File: config.mk
export PLATFORM = sky130hd
export DESIGN_NAME = atsr_top
export DESIGN_NICKNAME = d
export VERILOG_FILES = /design/src/common/atsr_pkg.sv /design/src/atsr_fifo.sv /design/src/atsr_top.sv
export VERILOG_INCLUDE_DIRS = /design/src /design/src/common
export SDC_FILE = /design/constraint.sdc
export NUM_CORES = 1
export LEC_CHECK = 0
export BUFFER_PORTS_ARGS = -buffer_cell sky130_fd_sc_hd__buf_4
export CAP_MARGIN = 15
export CORE_AREA = 4 4 186 188
export DETAILED_ROUTE_END_ITERATION = 12
export DIE_AREA = 0 0 190 192
export PLACE_DENSITY = 0.61
export SETUP_SLACK_MARGIN = 0.05
export SYNTH_ARGS = -nofsm -noshare
export SYNTH_HDL_FRONTEND = slang
export SYNTH_SLANG_ARGS = --single-unit
File: constraint.sdc
create_clock -name clk -period 5.7 [get_ports clk]
set_clock_uncertainty 0.2 [all_clocks]
set_input_delay 1.14 -clock clk [delete_from_list [all_inputs] [get_ports clk]]
set_output_delay 1.14 -clock clk [all_outputs]
set_load 0.01 [all_outputs]
File: src/common/atsr_defs.svh
`ifndef ATSR_DEFS_SVH
`define ATSR_DEFS_SVH

// Timing base
`define ATSR_CLK_HZ 20000000
`define ATSR_BAUD_BPS 9600
`define ATSR_BIT_CYCLES (`ATSR_CLK_HZ / `ATSR_BAUD_BPS)
`define ATSR_READY_MS 100
`define ATSR_READY_CYCLES ((`ATSR_CLK_HZ / 1000) * `ATSR_READY_MS)
`define ATSR_HOLD_MS 400
`define ATSR_HOLD_CYCLES ((`ATSR_CLK_HZ / 1000) * `ATSR_HOLD_MS)

// Framing
`define ATSR_CHAR_BITS 7
`define ATSR_FRAME_TICKS 4'hB
`define ATSR_MSG_CHARS 4'h8
`define ATSR_LAST_DIGIT 3'h4
`define ATSR_FIFO_DEPTH 16

// Turn wrap limit register
`define ATSR_WRAP_RESET 16'hFFFF
`define ATSR_COUNT_MAX 16'h7FFF
`define ATSR_COUNT_MIN 16'h8000

// Message characters
`define ATSR_CH_P 7'h50
`define ATSR_CH_PLUS 7'h2B
`define ATSR_CH_MINUS 7'h2D
`define ATSR_CH_ZERO 7'h30
`define ATSR_CH_CR 7'h0D

// Decimal weights
`define ATSR_POW10_4 16'h2710
`define ATSR_POW10_3 16'h03E8
`define ATSR_POW10_2 16'h0064
`define ATSR_POW10_1 16'h000A
`define ATSR_POW10_0 16'h0001

`endif

File: src/common/atsr_pkg.sv
package atsr_pkg;

   // Report sequencer states
   typedef enum logic [5:0] {
      ST_NORMAL = 6'h01,
      ST_WAIT = 6'h02,
      ST_CONV = 6'h04,
      ST_SEND = 6'h08,
      ST_HOLD = 6'h10,
      ST_ALARM = 6'h20
   } atsr_state_t;

   // One-revolution crossing events
   typedef struct packed {
      logic fwd;
      logic rev;
   } atsr_step_t;

   // Write port of the wrap limit setting
   typedef struct packed {
      logic en;
      logic [15:0] data;
   } atsr_limit_wr_t;

endpackage

File: src/atsr_fifo.sv
`timescale 1ns/100ps
`default_nettype none

module atsr_fifo #(
   parameter int WIDTH = 7,
   parameter int DEPTH = 16
) (
   input wire logic clk, // System clock
   input wire logic rst_b, // Async reset, active low
   input wire logic clk_en, // Freezes state while low
   input wire logic in_valid, // Write request
   input wire logic [WIDTH-1:0] in_data, // Write data
   output logic in_ready, // Room for a word, registered
   output logic out_valid, // Word available
   output logic [WIDTH-1:0] out_data, // Oldest word
   input wire logic out_ready // Drain accepts word
);
   localparam int AW = $clog2(DEPTH);

   logic [WIDTH-1:0] mem [DEPTH];
   logic [AW:0] wr_ptr_reg, rd_ptr_reg, count, count_next;
   logic push, pop;

   // Handshakes and fill level
   assign count = wr_ptr_reg - rd_ptr_reg;
   assign push = in_valid && in_ready;
   assign pop = out_valid && out_ready;
   assign out_valid = count != '0;
   assign out_data = mem[rd_ptr_reg[AW-1:0]];
   assign count_next = count + (AW+1)'(push) - (AW+1)'(pop);

   // Pointers and registered ready
   always_ff @(posedge clk or negedge rst_b) begin
      if (!rst_b) begin
         wr_ptr_reg <= '0;
         rd_ptr_reg <= '0;
         in_ready <= 1'b1;
      end else if (clk_en) begin
         if (push) begin
            wr_ptr_reg <= wr_ptr_reg + 1'b1;
         end
         if (pop) begin
            rd_ptr_reg <= rd_ptr_reg + 1'b1;
         end
         in_ready <= count_next != (AW+1)'(DEPTH);
      end
   end

   // Storage
   always_ff @(posedge clk) begin
      if (clk_en && push) begin
         mem[wr_ptr_reg[AW-1:0]] <= in_data;
      end
   end

endmodule

`default_nettype wire

File: src/atsr_top.sv
`timescale 1ns/100ps
`default_nettype none
`include "atsr_defs.svh"

// Functional notes
// Revolution message leaves on the phase A pulse line, pulses otherwise.
// 9600 bps, start, 7 ASCII bits, even parity, stop; eight characters.
// Message is P, sign, five decimal digits, carriage return.
// Zero count sends five zeros with a sign; receiver takes either sign.
// Default limit spans -32768..+32767 and wraps at both ends.
// Incremental pulses after the message use the normal divided path.
// Accepted sensor-off sends alarm contents serially on the phase A line.
// Sensor-off is refused while motor power is on.
// Wrap limit 0..65535, default 65535, effective after restart.
// Non-default limit: reverse at zero loads the limit.
// Non-default limit: forward at the limit returns to zero.
// Software programs the limit as revolutions per cycle minus one.
// 100 ms after sensor-on the message is ready and pulse counter cleared.
// About 400 ms after the last character, normal pulses resume; the code passes pulses already in ST_HOLD, right after the last character.
// Data bits go out LSB first; line idles high between characters.
module atsr_top
   import atsr_pkg::*;
#(
   parameter int BIT_CYCLES = `ATSR_BIT_CYCLES,
   parameter int READY_CYCLES = `ATSR_READY_CYCLES,
   parameter int HOLD_CYCLES = `ATSR_HOLD_CYCLES,
   parameter int FIFO_DEPTH = `ATSR_FIFO_DEPTH
) (
   input wire logic clk, // 20 MHz system clock
   input wire logic rst_b, // Async reset, active low
   input wire logic clk_en, // Freezes all state while low
   input wire logic sensor_on_command, // Sensor-on pulse
   input wire logic sensor_off_command, // Sensor-off pulse
   input wire logic motor_power_on, // Motor power level
   input wire logic abs_encoder_used, // Absolute encoder fitted
   input wire logic restart_req, // Restart pulse, applies limit
   input wire atsr_step_t rev_step, // Revolution crossings
   input wire logic inc_pulse_a, // Divided incremental phase A
   input wire atsr_limit_wr_t limit_wr, // Wrap limit write
   input wire logic alarm_char_valid, // Alarm character offered
   input wire logic [`ATSR_CHAR_BITS-1:0] alarm_char_data, // Alarm character
   output logic alarm_char_ready, // Alarm buffer has room
   output logic phase_a_pulse_out, // Phase A output line
   output logic inc_counter_clear, // Pulse counter clear strobe
   output logic sensor_off_refused, // Sensor-off rejected strobe
   output logic report_busy, // Sequencer not in normal
   output logic [15:0] turn_wrap_limit_setting, // Limit register readback
   output logic [15:0] rev_count // Revolution count
);
   localparam int TW = $clog2(HOLD_CYCLES + READY_CYCLES + 1);
   localparam int BW = $clog2(BIT_CYCLES + 1);

   atsr_state_t state_reg;
   logic [TW-1:0] timer_reg;
   logic [15:0] limit_active_reg, mag_reg;
   logic sign_reg;
   logic [4:0][3:0] digit_reg;
   logic [2:0] dig_idx_reg;
   logic [3:0] char_idx_reg;
   logic [9:0] tx_shift_reg;
   logic [3:0] tx_ticks_reg;
   logic [BW-1:0] tx_baud_reg;
   logic tx_line_reg;
   logic tx_busy, tx_load, off_ok, limit_default;
   logic [`ATSR_CHAR_BITS-1:0] tx_char, msg_char, fifo_data;
   logic fifo_valid, fifo_pop;
   logic [15:0] pow_now;

   // Decimal weight for the current digit
   function automatic logic [15:0] atsr_pow10(input logic [2:0] idx);
      case (idx)
         3'h0: atsr_pow10 = `ATSR_POW10_4;
         3'h1: atsr_pow10 = `ATSR_POW10_3;
         3'h2: atsr_pow10 = `ATSR_POW10_2;
         3'h3: atsr_pow10 = `ATSR_POW10_1;
         default: atsr_pow10 = `ATSR_POW10_0;
      endcase
   endfunction

   assign limit_default = limit_active_reg == `ATSR_WRAP_RESET;
   assign pow_now = atsr_pow10(dig_idx_reg);
   assign tx_busy = tx_ticks_reg != 4'h0;
   assign off_ok = sensor_off_command && abs_encoder_used && !motor_power_on;

   // Message character for the current index
   always_comb begin
      case (char_idx_reg)
         4'h0: msg_char = `ATSR_CH_P;
         4'h1: msg_char = sign_reg ? `ATSR_CH_MINUS : `ATSR_CH_PLUS;
         4'h2: msg_char = `ATSR_CH_ZERO | {3'h0, digit_reg[0]};
         4'h3: msg_char = `ATSR_CH_ZERO | {3'h0, digit_reg[1]};
         4'h4: msg_char = `ATSR_CH_ZERO | {3'h0, digit_reg[2]};
         4'h5: msg_char = `ATSR_CH_ZERO | {3'h0, digit_reg[3]};
         4'h6: msg_char = `ATSR_CH_ZERO | {3'h0, digit_reg[4]};
         default: msg_char = `ATSR_CH_CR;
      endcase
   end

   // Character source and load strobe
   assign tx_load = !tx_busy && ((state_reg == ST_SEND && char_idx_reg != `ATSR_MSG_CHARS) ||
                                 (state_reg == ST_ALARM && fifo_valid));
   assign tx_char = (state_reg == ST_ALARM) ? fifo_data : msg_char;
   assign fifo_pop = tx_load && state_reg == ST_ALARM;

   // Alarm character buffer
   atsr_fifo #(
      .WIDTH(`ATSR_CHAR_BITS),
      .DEPTH(FIFO_DEPTH)
   ) u_alarm_fifo (
      .clk(clk),
      .rst_b(rst_b),
      .clk_en(clk_en),
      .in_valid(alarm_char_valid),
      .in_data(alarm_char_data),
      .in_ready(alarm_char_ready),
      .out_valid(fifo_valid),
      .out_data(fifo_data),
      .out_ready(fifo_pop)
   );

   // Wrap limit setting and the copy applied at restart
   always_ff @(posedge clk or negedge rst_b) begin
      if (!rst_b) begin
         turn_wrap_limit_setting <= `ATSR_WRAP_RESET;
         limit_active_reg <= `ATSR_WRAP_RESET;
      end else if (clk_en) begin
         if (limit_wr.en) begin
            turn_wrap_limit_setting <= limit_wr.data;
         end
         if (restart_req) begin
            limit_active_reg <= turn_wrap_limit_setting;
         end
      end
   end

   // Multiturn revolution counter
   always_ff @(posedge clk or negedge rst_b) begin
      if (!rst_b) begin
         rev_count <= 16'h0000;
      end else if (clk_en && abs_encoder_used) begin
         if (rev_step.fwd && !rev_step.rev) begin
            if (limit_default) begin
               rev_count <= rev_count + 16'h0001;
            end else if (rev_count == limit_active_reg) begin
               rev_count <= 16'h0000;
            end else begin
               rev_count <= rev_count + 16'h0001;
            end
         end else if (rev_step.rev && !rev_step.fwd) begin
            if (limit_default) begin
               rev_count <= rev_count - 16'h0001;
            end else if (rev_count == 16'h0000) begin
               rev_count <= limit_active_reg;
            end else begin
               rev_count <= rev_count - 16'h0001;
            end
         end
      end
   end

   // Report sequencer
   always_ff @(posedge clk or negedge rst_b) begin
      if (!rst_b) begin
         state_reg <= ST_NORMAL;
         timer_reg <= '0;
         char_idx_reg <= 4'h0;
      end else if (clk_en) begin
         case (state_reg)
            ST_NORMAL: begin
               timer_reg <= '0;
               char_idx_reg <= 4'h0;
               if (sensor_on_command && abs_encoder_used) begin
                  state_reg <= ST_WAIT;
               end else if (off_ok) begin
                  state_reg <= ST_ALARM;
               end
            end
            ST_WAIT: begin
               if (timer_reg == TW'(READY_CYCLES - 1)) begin
                  timer_reg <= '0;
                  state_reg <= ST_CONV;
               end else begin
                  timer_reg <= timer_reg + 1'b1;
               end
            end
            ST_CONV: begin
               if (mag_reg < pow_now && dig_idx_reg == `ATSR_LAST_DIGIT) begin
                  state_reg <= ST_SEND;
               end
            end
            ST_SEND: begin
               if (tx_load) begin
                  char_idx_reg <= char_idx_reg + 4'h1;
               end else if (!tx_busy && char_idx_reg == `ATSR_MSG_CHARS) begin
                  state_reg <= ST_HOLD;
               end
            end
            ST_HOLD: begin
               if (timer_reg == TW'(HOLD_CYCLES - 1)) begin
                  state_reg <= ST_NORMAL;
               end else begin
                  timer_reg <= timer_reg + 1'b1;
               end
            end
            ST_ALARM: begin
               if (!tx_busy && !tx_load && !fifo_valid) begin
                  state_reg <= ST_NORMAL;
               end
            end
            default: state_reg <= ST_NORMAL;
         endcase
      end
   end

   // Snapshot and decimal conversion by repeated subtraction
   always_ff @(posedge clk or negedge rst_b) begin
      if (!rst_b) begin
         mag_reg <= 16'h0000;
         sign_reg <= 1'b0;
         digit_reg <= '0;
         dig_idx_reg <= 3'h0;
      end else if (clk_en) begin
         if (state_reg == ST_WAIT) begin
            sign_reg <= limit_default && rev_count[15];
            mag_reg <= (limit_default && rev_count[15]) ? (16'h0000 - rev_count) : rev_count;
            digit_reg <= '0;
            dig_idx_reg <= 3'h0;
         end else if (state_reg == ST_CONV) begin
            if (mag_reg >= pow_now) begin
               mag_reg <= mag_reg - pow_now;
               digit_reg[dig_idx_reg] <= digit_reg[dig_idx_reg] + 4'h1;
            end else if (dig_idx_reg != `ATSR_LAST_DIGIT) begin
               dig_idx_reg <= dig_idx_reg + 3'h1;
            end
         end
      end
   end

   // Character transmitter: start, data LSB first, even parity, stop
   always_ff @(posedge clk or negedge rst_b) begin
      if (!rst_b) begin
         tx_shift_reg <= 10'h3FF;
         tx_ticks_reg <= 4'h0;
         tx_baud_reg <= '0;
         tx_line_reg <= 1'b1;
      end else if (clk_en) begin
         if (tx_load) begin
            tx_shift_reg <= {1'b1, ^tx_char, tx_char, 1'b0};
            tx_ticks_reg <= `ATSR_FRAME_TICKS;
            tx_baud_reg <= '0;
         end else if (tx_busy) begin
            if (tx_baud_reg == '0) begin
               tx_line_reg <= tx_shift_reg[0];
               tx_shift_reg <= {1'b1, tx_shift_reg[9:1]};
               tx_ticks_reg <= tx_ticks_reg - 4'h1;
               tx_baud_reg <= BW'(BIT_CYCLES - 1);
            end else begin
               tx_baud_reg <= tx_baud_reg - 1'b1;
            end
         end
      end
   end

   // Output line, clear strobe and status
   always_ff @(posedge clk or negedge rst_b) begin
      if (!rst_b) begin
         phase_a_pulse_out <= 1'b1;
         inc_counter_clear <= 1'b0;
         sensor_off_refused <= 1'b0;
         report_busy <= 1'b0;
      end else if (clk_en) begin
         case (state_reg)
            ST_WAIT, ST_CONV, ST_SEND, ST_ALARM: phase_a_pulse_out <= tx_line_reg;
            default: phase_a_pulse_out <= inc_pulse_a;
         endcase
         inc_counter_clear <= state_reg == ST_WAIT && timer_reg == TW'(READY_CYCLES - 1);
         sensor_off_refused <= sensor_off_command && !off_ok;
         report_busy <= state_reg != ST_NORMAL;
      end
   end

   a_normal_pulse_path: assert property (@(posedge clk) disable iff (!rst_b)
      (clk_en && state_reg == ST_NORMAL) |=> phase_a_pulse_out == $past(inc_pulse_a))
      else $error("phase A line does not follow pulses in normal state");

   a_frame_parity_even: assert property (@(posedge clk) disable iff (!rst_b)
      (tx_ticks_reg == `ATSR_FRAME_TICKS && tx_baud_reg == '0) |->
         (tx_shift_reg[0] == 1'b0 && tx_shift_reg[9] && ^tx_shift_reg[8:1] == 1'b0))
      else $error("loaded frame has bad start, stop or parity");

   a_start_bit_low: assert property (@(posedge clk) disable iff (!rst_b)
      (clk_en && tx_busy && tx_ticks_reg == `ATSR_FRAME_TICKS && tx_baud_reg == '0) |=>
         !tx_line_reg)
      else $error("start bit not driven low");

   a_message_ends_cr: assert property (@(posedge clk) disable iff (!rst_b)
      (tx_load && state_reg == ST_SEND && char_idx_reg == 4'h7) |-> tx_char == `ATSR_CH_CR)
      else $error("last message character is not carriage return");

   a_zero_digits: assert property (@(posedge clk) disable iff (!rst_b)
      (state_reg == ST_SEND && $past(state_reg) == ST_CONV && $past(rev_count) == 16'h0000) |->
         (digit_reg == '0 && !sign_reg))
      else $error("zero count did not give five zero digits");

   a_default_wrap_up: assert property (@(posedge clk) disable iff (!rst_b)
      (clk_en && abs_encoder_used && limit_default && rev_step == 2'b10 &&
         rev_count == `ATSR_COUNT_MAX) |=> rev_count == `ATSR_COUNT_MIN)
      else $error("count did not wrap from maximum to minimum");

   a_limit_wrap_down: assert property (@(posedge clk) disable iff (!rst_b)
      (clk_en && abs_encoder_used && !limit_default && rev_step == 2'b01 &&
         rev_count == 16'h0000) |=> rev_count == $past(limit_active_reg))
      else $error("reverse at zero did not load the limit");

   a_limit_wrap_up: assert property (@(posedge clk) disable iff (!rst_b)
      (clk_en && abs_encoder_used && !limit_default && rev_step == 2'b10 &&
         rev_count == limit_active_reg) |=> rev_count == 16'h0000)
      else $error("forward at limit did not return to zero");

   a_limit_on_restart: assert property (@(posedge clk) disable iff (!rst_b)
      $changed(limit_active_reg) |-> $past(restart_req) && $past(clk_en))
      else $error("active limit changed without restart");

   a_off_refused_power: assert property (@(posedge clk) disable iff (!rst_b)
      (clk_en && sensor_off_command && motor_power_on) |=> sensor_off_refused && state_reg != ST_ALARM)
      else $error("sensor-off taken while motor power on");

   a_off_enters_alarm: assert property (@(posedge clk) disable iff (!rst_b)
      (clk_en && state_reg == ST_NORMAL && !sensor_on_command && off_ok) |=> state_reg == ST_ALARM)
      else $error("accepted sensor-off did not start alarm report");

   a_clear_before_conv: assert property (@(posedge clk) disable iff (!rst_b)
      $rose(inc_counter_clear) |-> state_reg == ST_CONV)
      else $error("counter clear not at end of ready delay");

   a_hold_then_normal: assert property (@(posedge clk) disable iff (!rst_b)
      (clk_en && state_reg == ST_HOLD && timer_reg == TW'(HOLD_CYCLES - 1)) |=> state_reg == ST_NORMAL)
      else $error("hold interval did not end in normal output");

endmodule

`default_nettype wire

Word-level counts from Yosys, hierarchy flattened --
Memories as Yosys holds them, arrays and structs flattened. Cells that the tools add are included.
Operators by class: add/sub/neg operators 15, magnitude comparators 4, eq/ne operators 35, muxes and demuxes 52, bitwise operators 1, reduce and logical (&&, ||, !) cells 59
Operators by type and width (number):
- $mux W16 | 10
- $pmux W24 S3 | 1
- $mux W20 | 3
- $pmux W14 S4 | 1
- $pmux W7 S7 | 1
- $mux W24 | 2
- $mux W6 | 8
- $mux W12 | 3
- $pmux W6 S6 | 1
- $mux W10 | 3
- $add A24 B1 Y24 const B | 1
- $eq A24 B21 Y1 const B | 1
- $eq A24 B23 Y1 const B | 1
- $mux W4 | 6
- $logic_and A1 B1 Y1 | 21
- $bwmux W20 | 1
- $add A16 B1 Y16 const B | 1
- $eq A16 B16 Y1 | 1
- $eq A16 B16 Y1 const B | 1
- $ge A16 B14 Y1 | 1
- $logic_not A16 Y1 | 1
- $lt A16 B14 Y1 | 1
- $sub A1 B16 Y16 const A | 1
- $sub A16 B1 Y16 const B | 1
- 52 further kinds | 94
Word-level totals: bits in registers 164, bits in writable memories 112, input bits 36, output and inout bits 37, memories kept 1
Memory list:
- u_alarm_fifo.mem | depth 16, width 7, rd ports 1, clocked after Yosys merged registers in 0, wr ports 1, line atsr_fifo.sv:20 | logic [WIDTH-1:0] mem [DEPTH];

Longest topological paths before layout --
Gate-level depths: netlist of run 1.
word-level depth 10, mapped depth 21, mapped depth without buffers 20

Cells and area by module --
A second synthesis of run 1 with hierarchy kept.
Second synthesis, totals: cells, all modules 1294, area, all modules 14813.0 um2
Modules (own cells, without submodules):
- atsr_top | instances 1, cells an instance 1031, area an instance 9567.9 um2
- atsr_fifo | instances 1, cells an instance 263, area an instance 5245.0 um2

Worst setup path before layout of run 1 --
OpenSTA, ideal clock, no wires.
path type register to register, from register u_alarm_fifo.rd_ptr_reg[1], to register u_alarm_fifo.in_ready, setup time 0.061 ns, data arrival time 4.260 ns, data required time 5.439 ns, slack 1.179 ns, stages on the path, launching flop included 22, period minus slack after synthesis 4.521 ns, cells stage by stage dfrtp_1 clkbuf_1 buf_2 clkinv_1 ha_1 a21o_1 a21o_1 xnor2_1 ha_1 nand2_1 o31ai_2 nor2_1 ha_1 inv_1 ha_1 fa_1 a21oi_1 nor2_1 nor2_1 xnor2_1 xnor2_1 o22a_1
On the way: word-level cells in the longest chain between the ends 9, elaborated cells between the ends (all ways) 10, those cells by class add/sub: 3; eq/ne: 1; reduce/logical: 6
RTL lines:
- start: declaration | line atsr_fifo.sv:21 | logic [AW:0] wr_ptr_reg, rd_ptr_reg, count, count_next;
- start signal: assignment | line atsr_fifo.sv:43 | rd_ptr_reg <= rd_ptr_reg + 1'b1;
- $sub A5 B5 Y5 (*) | line atsr_fifo.sv:25 | assign count = wr_ptr_reg - rd_ptr_reg;
- branches (longest 6 deep; another with $add A5 B1 Y5)
- $sub A5 B1 Y5 (*) | line atsr_fifo.sv:30 | assign count_next = count + (AW+1)'(push) - (AW+1)'(pop);
- $ne A5 B5 Y1 (*) | line atsr_fifo.sv:45 | in_ready <= count_next != (AW+1)'(DEPTH);
- end signal: assignment | line atsr_fifo.sv:45
- end: declaration | line atsr_fifo.sv:13 | output logic in_ready,
Every way passes the cells marked *. A chain may end at the register's enable or synchronous reset.

Worst setup path in the final report of run 1 --
from register dig_idx_reg[1], to register mag_reg[11]
On the way: word-level cells in the longest chain between the ends 6, elaborated cells between the ends (all ways) 12, those cells by class add/sub: 1; order compare: 1; eq/ne: 3; mux: 4; reduce/logical: 3
RTL lines:
- start: declaration | line atsr_top.sv:58 | logic [2:0] dig_idx_reg;
- start signal: assignment | line atsr_top.sv:233 | dig_idx_reg <= dig_idx_reg + 3'h1;
- $eq A3 B2 Y1 (tied with other cells) | line atsr_top.sv:71 | case (idx)
- $pmux W14 S4 (*) | line atsr_top.sv:71
- $sub A16 B14 Y16 | line atsr_top.sv:230 | mag_reg <= mag_reg - pow_now;
- $mux W16 | line atsr_top.sv:229 | if (mag_reg >= pow_now) begin
- $mux W16 | line atsr_top.sv:228 | end else if (state_reg == ST_CONV) begin
- $mux W16 | line atsr_top.sv:223 | if (state_reg == ST_WAIT) begin
- end signal: assignment | line atsr_top.sv:225 | mag_reg <= (limit_default && rev_count[15]) ? (16'h0000 - rev_count) : rev_count;
- end signal: assignment | line atsr_top.sv:230
- end: declaration | line atsr_top.sv:55 | logic [15:0] limit_active_reg, mag_reg;
Mark *: on every way between the ends. The rest lies on a longest branch, timed or not. The select of a mux whose other input is x is not followed.

==> run metrics, run 1 <==
status=finished, final reports clean; largest net degree at the start of global routing=87; fillers=2,952; Synth cell types=86; crit path capture type=flip-flop; Total Routing Usage GR=19.0%; Yosys top cell area share=22.9%; ant diodes=0; post_cts resized=0; Seq/Total Area, Yosys=51.0%; Vias=10,600; Synth Warn #=0; Mapped Cells=1,357; DP Worst Slack=964 ps; Syn Std Cell Area=0.0147 mm²; Nets=1,486; Hold Path Class=flip-flop to flip-flop; commonest non-fill, non-tap cell in the layout=nand2_1; total congestion overflow=0; Critical R2R Launch=dig_idx_reg[1]; DP HPWL=24,000 µm; vias per cell=5.63; max reg flops=112; Clock Tree Root=clkbuf_16; CTS H-tree lvls=1; FF+latch count, synth=275; Initial Utilization=44.4%; row cnt=67; critical setup path kind=flip-flop to flip-flop; Vert. Die Dim=192 µm; Final Non-Filler Cells=1,874; Core ar.=0.0331 mm²; cts-stage hold buffer count=0; most frequent cells in the layout=144 x nand2_1, 117 x dfrtp_1, 112 x nor2_1, 112 x edfxtp_1, 85 x buf_4; WHS Path Cells=2; P&R area growth vs syn=13.0%; Hold Path End=tx_shift_reg[2]; Synthesized Nets=1,441; drt drc=0; initial antenna violation count=0; width of the chip=190 µm; R2R depth=17; Slew Limit Fails=0; maximum clock path buffer count=3; Clock Pin Slew Worst Setup and Hold Paths=60 ps; 1st-iter DRT viols=783; Leak=0.00657 µW; GP Congestion=0.877; leading area contributor after synthesis=edfxtp_1; first-pass GRT wire length=56,300 µm; final setup TNS=0 ps; Fin. Hold Viols=0; Slew HR=21.5%; vias in the first global route=10,300; TritonCTS clock tree=done; design area=0.0166 mm²; Setup Fix Bufs, Post-CTS=0; drt total wl=34,700 µm; slew at the pin closest to its max-slew limit=1170 ps; number of synthesized flops with an enable pin=112; Top FF cell, synth=dfrtp_1; reg2reg end=mag_reg[11]; Post-Place Cell Area=0.0156 mm²; die area=0.0365 mm²; RSZ-0062 raised after global routing=no; min setup slack post-route=924 ps; ys async rst share=59.3%; Max-Cap Viols=0; crit path time final=4780 ps; synthesized area per cell=10.8 µm²; clk_lat worst skew=590 ps; Pwr Density=495 mW/mm²; Worst Path Required=5970 ps; f_max=209 MHz; Startpoint Class=flip-flop; Worst EP arrival=5040 ps; number of CTS-inserted buffers=31; Final period util=83.8%; I/O Pins=73; r2r setup slk=920 ps; crit path max fanout=17; hold_sp=tx_shift_reg[2]; CTS sink cnt=275; Final ANT Viol Nets=0; largest cells by area after synthesis=edfxtp_1 23%, dfrtp_1 20%, dfstp_2 8.0%; IO Port Bufs=72; endpoints failing setup=0; DR WL/cell=18.5 µm; cell count after placement=1,815; share of cells above drive strength 1=17.5%; worst vdd ir=317 µV; Pre-Repair DR Iteration Count=5
==> Yosys cell counts, types with 4 or more instances <==
cell type,number
a211oi_1,10
a21o_1,12
a21oi_1,52
a221oi_1,5
a22o_1,11
a22oi_1,4
a31oi_1,9
and3_1,23
buf_1,7
buf_2,15
clkbuf_1,49
dfrtp_1,118
dfstp_2,45
edfxtp_1,112
ha_1,45
inv_1,43
mux2_2,33
mux2i_1,34
mux4_2,24
nand2_1,144
nand2b_1,10
nand3_1,40
nand3b_1,4
nand4_1,13
nand4b_1,5
nor2_1,112
nor2b_1,7
nor3_1,31
nor3b_1,7
nor4_1,8
o21ai_0,57
o21ai_1,46
o221ai_1,5
o22ai_1,7
o31ai_1,7
o32ai_1,6
or3_1,18
or4_1,4
xnor2_1,50
xor2_1,49
==> report_power, final <==
group	switching, µW	internal [µW]	total, µW
registers	457	2420	2880
clock network	813	1180	1990
logic	1830	1520	3350
total	3100	5120	8230
==> worst max-delay path: stages, from the launching register on <==
cell and delay [ps]:
dfrtp_1 620, inv_1 190, ha_1 260, o21ai_0 350, and3_1 220, ha_1 160, inv_1 50, fa_1 410
a21o_1 180, a21oi_1 210, o21bai_1 80, a21oi_1 330, o2111ai_1 240, nand3_1 220, a21o_1 370, buf_4 280
inv_1 60, a32o_1 210
==> layout make-up <==
| class | count | area [µm²] | share of cell area [%] |
|---|---|---|---|
| multi-input cells | 962 | 6730 | 40.5 |
| well taps | 448 | 561 | 3.37 |
| clock inverters | 17 | 194 | 1.17 |
| repair buffers | 87 | 657 | 3.95 |
| inverters | 45 | 169 | 1.02 |
| clock buffers | 40 | 810 | 4.87 |
| flip-flops and latches | 275 | 7500 | 45.1 |
==> cell families (layout without fill, tap and decap cells) <==
kind of cell	count (synthesis)	after routing	share of synthesized area [%]
simple gates	447	447	14.8
compound gates	275	275	12.1
flops	275	275	51.0
buf+inv	120	189	3.34
xor+xnor	99	99	5.90
mux	93	93	8.67
fa+ha+maj	48	48	4.24
==> worst max-delay path by stage <==
stage / start / endpoint
floorplan: u_alarm_fifo.rd_ptr_reg[1] / u_alarm_fifo.in_ready
CTS: dig_idx_reg[1] / mag_reg[11]
global route: dig_idx_reg[1] / mag_reg[11]
global placement: dig_idx_reg[1] / mag_reg[11]
detailed placement: dig_idx_reg[1] / mag_reg[11]
finish: dig_idx_reg[1] / mag_reg[11]
==> per-stage QoR <==
| stage | power [µW] | hold slack (ps) | utilization, % |
|---|---|---|---|
| 3_5_place_dp | 6270 | 255 | 47.1 |
| 2_1_floorplan | 5410 | 244 | - |
| 5_1_grt | 8820 | 285 | 50.2 |
| 4_1_cts | 8300 | 264 | 50.1 |
| 6_report | 8230 | 262 | 50.2 |
| 3_3_place_gp | 6210 | 250 | 47.1 |
==> per-layer routing <==
metal	track usage [%]	up-vias	part of all wire, %
li1	-	5032	-
met1	26.0	5253	44
met2	32.3	216	50
met3	2.53	49	3.7
met4	4.45	0	2.3
met5	0	-	0
No activity file was read; power rests on OpenSTA's default activity.
==> run 2: changes to the inputs <==
--- a/config.mk
+++ b/config.mk
@@ -11,7 +11,7 @@
 export CORE_AREA = 4 4 186 188
 export DETAILED_ROUTE_END_ITERATION = 12
 export DIE_AREA = 0 0 190 192
-export PLACE_DENSITY = 0.61
+export PLACE_DENSITY = 0.63
 export SETUP_SLACK_MARGIN = 0.05
 export SYNTH_ARGS = -nofsm -noshare
 export SYNTH_HDL_FRONTEND = slang
==> constraint.sdc (replaced) <==
create_clock -name clk -period 3.93 [get_ports clk]
set_clock_uncertainty 0.2 [all_clocks]
set_input_delay 0.786 -clock clk [delete_from_list [all_inputs] [get_ports clk]]
set_output_delay 0.786 -clock clk [all_outputs]
set_load 0.01 [all_outputs]
==> run 2 against run 1 <==
Effect of this change: maximum frequency increased by 28%; non-clock buffer count increased by 37; hold slack got worse by 180 ps; clock power increased by 43%.
==> run metrics, run 2 (same netlist as run 1, synthesis figures left out) <==
Hold Path Class=primary input to async pin (was flip-flop to flip-flop); crit path max fanout=2 (was 17); final setup TNS=0 ps (unchanged); initial antenna violation count=0 (unchanged); Slew Limit Fails=0 (unchanged); Worst Path Required=4240 ps (was 5970 ps); largest net degree at the start of global routing=79 (was 87); Top Layer Used=met4 (unchanged); IO Port Bufs=72 (unchanged); slew at the pin closest to its max-slew limit=804 ps (was 1170 ps); width of the chip=190 µm (unchanged); first-pass GRT wire length=57,400 µm (was 56,300 µm); CTS sink cnt=275 (unchanged); status=finished, final reports clean (unchanged); cts-stage hold buffer count=0 (unchanged); R2R depth=19 (was 17); Total Routing Usage GR=19.2% (was 19.0%); critical setup path kind=flip-flop to flip-flop (unchanged); most frequent cells in the layout=143 x nand2_1, 121 x buf_4, 115 x dfrtp_1 (was 144 x nand2_1, 117 x dfrtp_1, 112 x nor2_1, 112 x edfxtp_1, 85 x buf_4); Final period util=94.8% (was 83.8%); Leak=0.00679 µW (was 0.00657 µW); design area=0.0170 mm² (was 0.0166 mm²); max reg flops=112 (unchanged); vias per cell=5.55 (was 5.63); CP max stage delay=380 ps (was 620 ps); share of cells above drive strength 1=21.2% (was 17.5%); met2 WL post-DR=16,900 µm (was 17,200 µm); Initial Utilization=44.4% (unchanged); Max-Cap Viols=0 (unchanged); metal3 WL=1500 µm (was 1300 µm); capture point of the worst path=u_alarm_fifo.in_ready (was mag_reg[11]); Clock Tree Root=clkbuf_16 (unchanged); Worst EP arrival=4030 ps (was 5040 ps); DP Worst Slack=41.0 ps (was 964 ps); P&R area growth vs syn=15.8% (was 13.0%); total congestion overflow=0 (unchanged); Startpoint Class=flip-flop (unchanged); 1st-iter DRT viols=755 (was 783); endpoints failing setup=0 (unchanged); cell family with most CP delay=adder cells (was compound AO/OA/AOI/OAI gates); GP Congestion=0.885 (was 0.877); Nets=1,522 (was 1,486); Slew HR=46.4% (was 21.5%); drt total wl=34,600 µm (was 34,700 µm); number of CTS-inserted buffers=30 (was 31); Pre-Repair DR Iteration Count=5 (unchanged); Critical R2R Launch=u_alarm_fifo.wr_ptr_reg[0] (was dig_idx_reg[1]); M1 WL=15,300 µm (was 15,400 µm); Pwr Density=724 mW/mm² (was 495 mW/mm²); worst vdd ir=417 µV (was 317 µV); RSZ-0062 raised after global routing=no (unchanged); reg2reg end=u_alarm_fifo.in_ready (was mag_reg[11]); vias in the first global route=10,600 (was 10,300); DR WL/cell=18.1 µm (was 18.5 µm); drt drc=0 (unchanged); f_max=269 MHz (was 209 MHz); maximum clock path buffer count=3 (unchanged); Clock Pin Slew Worst Setup and Hold Paths=60 ps (about the same); total power=12,300 µW (was 8230 µW); ant diodes=0 (unchanged); Vert. Die Dim=192 µm (unchanged); Fin. Hold Viols=0 (unchanged); Vias=10,600 (about the same); TritonCTS clock tree=done (unchanged); CP startpoint=u_alarm_fifo.wr_ptr_reg[0] (was dig_idx_reg[1]); fillers=2,923 (was 2,952); slowest cell on the critical path=dfrtp_1 (unchanged); CTS H-tree lvls=1 (unchanged); r2r setup slk=210 ps (was 920 ps); Worst path depth=19 (was 17); WP buf/inv=3 (was 4); row cnt=67 (unchanged); crit path capture type=flip-flop (unchanged); I/O Pins=73 (unchanged); clk_lat worst skew=570 ps (was 590 ps); crit path time final=3720 ps (was 4780 ps); Final ANT Viol Nets=0 (unchanged); commonest non-fill, non-tap cell in the layout=nand2_1 (unchanged); Core ar.=0.0331 mm² (unchanged); crit path cell chain=inv_1 -> ha_1 -> inv_1 -> fa_2 -> a21o_1 -> a21oi_2 -> xnor2_2 -> o31ai_4 -> nor2_1 -> ha_1 -> inv_1 -> ha_2 -> fa_2 -> a21oi_2 -> nor2_1 -> nor2_1 -> xnor2_1 -> xnor2_1 -> o22a_1 (was inv_1 -> ha_1 -> o21ai_0 -> and3_1 -> ha_1 -> inv_1 -> fa_1 -> a21o_1 -> a21oi_1 -> o21bai_1 -> a21oi_1 -> o2111ai_1 -> nand3_1 -> a21o_1 -> buf_4 -> inv_1 -> a32o_1); min setup slack post-route=206 ps (was 924 ps); DP HPWL=24,200 µm (was 24,000 µm); Post-Place Cell Area=0.0159 mm² (was 0.0156 mm²); die area=0.0365 mm² (unchanged)
[run 2: repair_timing]
| item | CTS | global route |
|---|---|---|
| setup endpoints to repair | 2 | 43 |
| endpoints found under the hold margin | 0 | 0 |
| setup buffers | 3 | 5 |
| resized for setup | 0 | 13 |
| pin swaps | 1 | 7 |
[run 2: worst register-to-register path, cell delays in order, from the launching register on]
cell and delay [ps]:
dfrtp_1 380, inv_1 70, ha_1 140, inv_1 60
fa_2 370, a21o_1 180, a21oi_2 180, xnor2_2 130
o31ai_4 250, nor2_1 80, ha_1 280, inv_1 40
ha_2 180, fa_2 380, a21oi_2 150, nor2_1 50
nor2_1 120, xnor2_1 140, xnor2_1 130, o22a_1 150
[run 2: final cells by class]
class | instances | area [µm²] | area share, %
Timing Repair Buffer | 124 | 960 | 5.64
Multi-Input combinational cell | 962 | 6820 | 40.1
Tap cell | 448 | 561 | 3.29
Inverter | 45 | 181 | 1.07
Sequential cell | 275 | 7500 | 44.1
Clock inverter | 8 | 143 | 0.838
Clock buffer | 46 | 861 | 5.06
[run 2: report_power, final]
part           switching [µW]  internal [µW]
sequential                586           3520
combinational            2890           2490
clock                    1140           1700
total                    4620           7710
[run 2: worst min path at each step]
stage	slack (ps)	end	cells after the start
3_5_place_dp	260	tx_shift_reg[2]	2
4_1_cts	100	rev_count[5]	1
5_1_grt	130	rev_count[3]	1
2_1_floorplan	240	tx_shift_reg[2]	2
6_report	90	rev_count[3]	1
3_3_place_gp	250	tx_shift_reg[2]	2
[run 2: per-stage QoR]
| stage | hold WS, ps | cells | utilization [%] |
|---|---|---|---|
| 2_1_floorplan | 244 | 1357 | - |
| 3_3_place_gp | 253 | 1846 | 48.1 |
| 4_1_cts | 101 | 1903 | 51.2 |
| 3_5_place_dp | 256 | 1846 | 48.1 |
| 6_report | 86.1 | 1908 | 51.4 |
| 5_1_grt | 130 | 1908 | 51.4 |
[run 2: layer usage]
metal	global-route usage [%]	vias up
li1	-	5103
met1	25.9	5209
met2	32.6	216
met3	3.00	61
met4	4.90	0
met5	0	-
==> run 3: changes to the inputs <==
--- a/config.mk
+++ b/config.mk
@@ -8,11 +8,13 @@
 export LEC_CHECK = 0
 export BUFFER_PORTS_ARGS = -buffer_cell sky130_fd_sc_hd__buf_4
 export CAP_MARGIN = 15
-export CORE_AREA = 4 4 186 188
+export CORE_AREA = 4 4 187 189
 export DETAILED_ROUTE_END_ITERATION = 12
-export DIE_AREA = 0 0 190 192
+export DIE_AREA = 0 0 191 193
 export PLACE_DENSITY = 0.63
 export SETUP_SLACK_MARGIN = 0.05
+export SLEW_MARGIN = 0
 export SYNTH_ARGS = -nofsm -noshare
 export SYNTH_HDL_FRONTEND = slang
+export SYNTH_HIERARCHICAL = 1
 export SYNTH_SLANG_ARGS = --single-unit
==> run 3 against run 2 <==
Effect of this change: the flow now finishes with violations (negative setup slack); final cell count fell by 1.1%; first-iteration DRC count rose by 14%; non-clock buffer count rose by 32; worst setup slack got worse by 720 ps; register-to-register slack got worse by 720 ps; clock power rose by 2%; utilization rose by 0.87 points; flip-flop and latch count did not move; wire length rose by 2.8%; sequential share of layout area fell by 0.96 points; largest power group is now sequential cells.
==> run metrics, run 3 <==
FF+latch count, synth=275 (unchanged); number of CTS-inserted buffers=31 (was 30); Hold Path Class=primary input to async pin (unchanged); initial antenna violation count=0 (unchanged); commonest non-fill, non-tap cell in the layout=buf_4 (was nand2_1); Critical R2R Launch=u_alarm_fifo/wr_ptr_reg[1] (was u_alarm_fifo.wr_ptr_reg[0]); Core ar.=0.0333 mm² (was 0.0331 mm²); largest net degree at the start of global routing=65 (was 79); Leak=0.00707 µW (was 0.00679 µW); r2r setup slk=-520 ps (was 210 ps); Syn Std Cell Area=0.0148 mm² (was 0.0147 mm²); Vias=10,700 (was 10,600); Worst Path Required=4220 ps (was 4240 ps); DP HPWL=24,600 µm (was 24,200 µm); most frequent cells in the layout=152 x buf_4, 117 x dfrtp_1, 112 x edfxtp_1 (was 143 x nand2_1, 121 x buf_4, 115 x dfrtp_1); ant diodes=0 (unchanged); fillers=2,931 (was 2,923); Seq/Total Area, Yosys=50.6% (was 51.0%); crit path capture type=flip-flop (unchanged); capture point of the worst path=u_alarm_fifo/in_ready (was u_alarm_fifo.in_ready); Nets=1,499 (was 1,522); RSZ-0062 raised after global routing=yes (was no); Final period util=113% (was 94.8%); clk_lat worst skew=570 ps (about the same); share of cells above drive strength 1=22.9% (was 21.2%); Pwr Density=586 mW/mm² (was 724 mW/mm²); slew at the pin closest to its max-slew limit=885 ps (was 804 ps); Clock Pin Slew Worst Setup and Hold Paths=60 ps (about the same); max reg flops=112 (unchanged); Max-Cap Viols=0 (unchanged); critical setup path kind=flip-flop to flip-flop (unchanged); Slew HR=40.2% (was 46.4%); min setup slack post-route=-519 ps (was 206 ps); die area=0.0369 mm² (was 0.0365 mm²); f_max=225 MHz (was 269 MHz); first-pass GRT wire length=57,500 µm (was 57,400 µm); R2R depth=22 (was 19); Initial Utilization=44.5% (was 44.4%); CP startpoint=u_alarm_fifo/wr_ptr_reg[1] (was u_alarm_fifo.wr_ptr_reg[0]); Clock Tree Root=clkbuf_16 (unchanged); IO Port Bufs=72 (unchanged); reg2reg end=u_alarm_fifo/in_ready (was u_alarm_fifo.in_ready); vias in the first global route=10,500 (was 10,600); drt total wl=35,600 µm (was 34,600 µm); endpoints failing setup=1 (was 0); number of synthesized flops with an enable pin=112 (unchanged); P&R area growth vs syn=17.5% (was 15.8%); Synth Warn #=6 (was 0); worst vdd ir=387 µV (was 417 µV); width of the chip=191 µm (was 190 µm); DR WL/cell=18.8 µm (was 18.1 µm); crit path max fanout=3 (was 2); Synthesized Nets=1,379 (was 1,441); Startpoint Class=flip-flop (unchanged); leading area contributor after synthesis=edfxtp_1 (unchanged); violated checks=negative setup slack; I/O Pins=73 (unchanged); Hold Slack=21.5 ps (was 86.1 ps); Fin. Hold Viols=0 (unchanged); leading cell types by count after synthesis=118 x dfrtp_1, 112 x edfxtp_1, 100 x nand2_1 (was 144 x nand2_1, 118 x dfrtp_1, 112 x edfxtp_1, 112 x nor2_1, 57 x o21ai_0); Pre-Repair DR Iteration Count=7 (was 5); DP Worst Slack=-559 ps (was 41.0 ps); largest cells by area after synthesis=edfxtp_1 23%, dfrtp_1 20%, dfstp_2 8.0% (unchanged); maximum clock path buffer count=3 (unchanged); status=complete, but fails checks (was finished, final reports clean); Final ANT Viol Nets=0 (unchanged); ys async rst share=59.3% (unchanged); top-count cell post-synth=dfrtp_1 (was nand2_1); 1st-iter DRT viols=861 (was 755); CTS H-tree lvls=1 (unchanged); total congestion overflow=0 (unchanged); Slew Limit Fails=0 (unchanged); vias per cell=5.67 (was 5.55); Total Routing Usage GR=19.2% (about the same); CTS sink cnt=275 (unchanged); Mapped Cells=1,294 (was 1,357); Worst EP arrival=4740 ps (was 4030 ps); Vert. Die Dim=193 µm (was 192 µm); TritonCTS clock tree=done (unchanged); row cnt=67 (unchanged); drt drc=0 (unchanged); Synth cell types=84 (was 86); GP Congestion=0.875 (was 0.885); Top FF cell, synth=dfrtp_1 (unchanged); Yosys top cell area share=22.7% (was 22.9%); synthesized area per cell=11.4 µm² (was 10.8 µm²); crit path time final=4450 ps (was 3720 ps); Util after Layout=52.3% (was 51.4%); cts-stage hold buffer count=0 (unchanged)
run 3: cell count changes in the layout (fill, tap and decap cells not counted), sizes merged, moves of 14 or more:
| cell | previous run | this run |
|---|---|---|
| a22o | 11 | 33 |
| buf | 124 | 155 |
| nand2 | 144 | 101 |
| mux2i | 34 | 20 |
| and2 | 3 | 20 |
| nor2 | 113 | 88 |
| o21ai | 103 | 81 |
run 3: final cells by class:
class                           count  area [µm²]  area share, %
Sequential cell                   275        7500           43.1
Multi-Input combinational cell    903        6910           39.7
Timing Repair Buffer              156        1220           7.00
Clock buffer                       47         927           5.33
Tap cell                          448         561           3.22
Inverter                           47         176           1.01
Clock inverter                     11         105          0.604
run 3: worst max-delay path, cell delays in order (launching register included):
cell and delay, ps:
dfrtp_1 400, ha_1 310, a21o_1 170, a21oi_2 170, xor2_1 210, ha_1 170, nand2_1 70, or4_4 420
nand3_2 80, nand2_1 70, nand2_2 70, nor2_1 60, o41ai_4 60, inv_2 60, ha_1 270, inv_1 40
ha_1 200, fa_2 350, a21oi_1 150, o21bai_1 80, xor3_1 200, xnor3_1 210, o32a_1 350
run 3: cell families (layout without fill, tap and decap cells):
logic type | count (synthesis) | count (layout) | synth area share, %
buffers and inverters | 116 | 261 | 3.11
and+or+nand+nor | 381 | 381 | 13.1
DFF | 275 | 275 | 50.6
xor gates and xnor gates | 96 | 96 | 5.92
AOI/OAI and AO/OA | 283 | 283 | 13.3
muxes | 94 | 94 | 9.71
adders and majority gates | 49 | 49 | 4.29
run 3: stage by stage:
stage	TNS, ps	std cells	cell area [µm²]	power, µW
4_1_cts	-526	1881	17300	10200
6_report	-519	1887	17400	10200
2_1_floorplan	-673	1294	14800	6100
3_3_place_gp	-472	1822	16300	7190
3_5_place_dp	-559	1822	16300	7250
5_1_grt	-766	1887	17400	10800
run 3: report_power, final:
group	internal (µW)	switching (µW)
logic	1640	1810
registers	3480	366
clock network	1700	1190
run 3: what timing repair did:
action,CTS,global route
setup endpoints to repair,1,33
gates resized for setup,2,8
buffers inserted,1,4
gates cloned,0,1
pin swaps,0,3
run 3: worst min path at each step:
| stage | from | endpoint | slack, ps | depth (start not counted) |
|---|---|---|---|---|
| 6_report | rst_b | rev_count[9] | 20 | 1 |
| 5_1_grt | rst_b | rev_count[9] | 60 | 1 |
| 4_1_cts | rst_b | rev_count[9] | 30 | 1 |
| 3_5_place_dp | tx_shift_reg[2] | tx_shift_reg[2] | 260 | 2 |
| 3_3_place_gp | tx_shift_reg[7] | tx_shift_reg[7] | 250 | 2 |
| 2_1_floorplan | tx_shift_reg[7] | tx_shift_reg[7] | 240 | 2 |
run 3: per-layer routing:
layer	part of all wire [%]	global-route usage [%]
met5	0	0
met4	2.3	4.81
met3	4.3	2.68
met2	48	32.2
met1	45	26.8
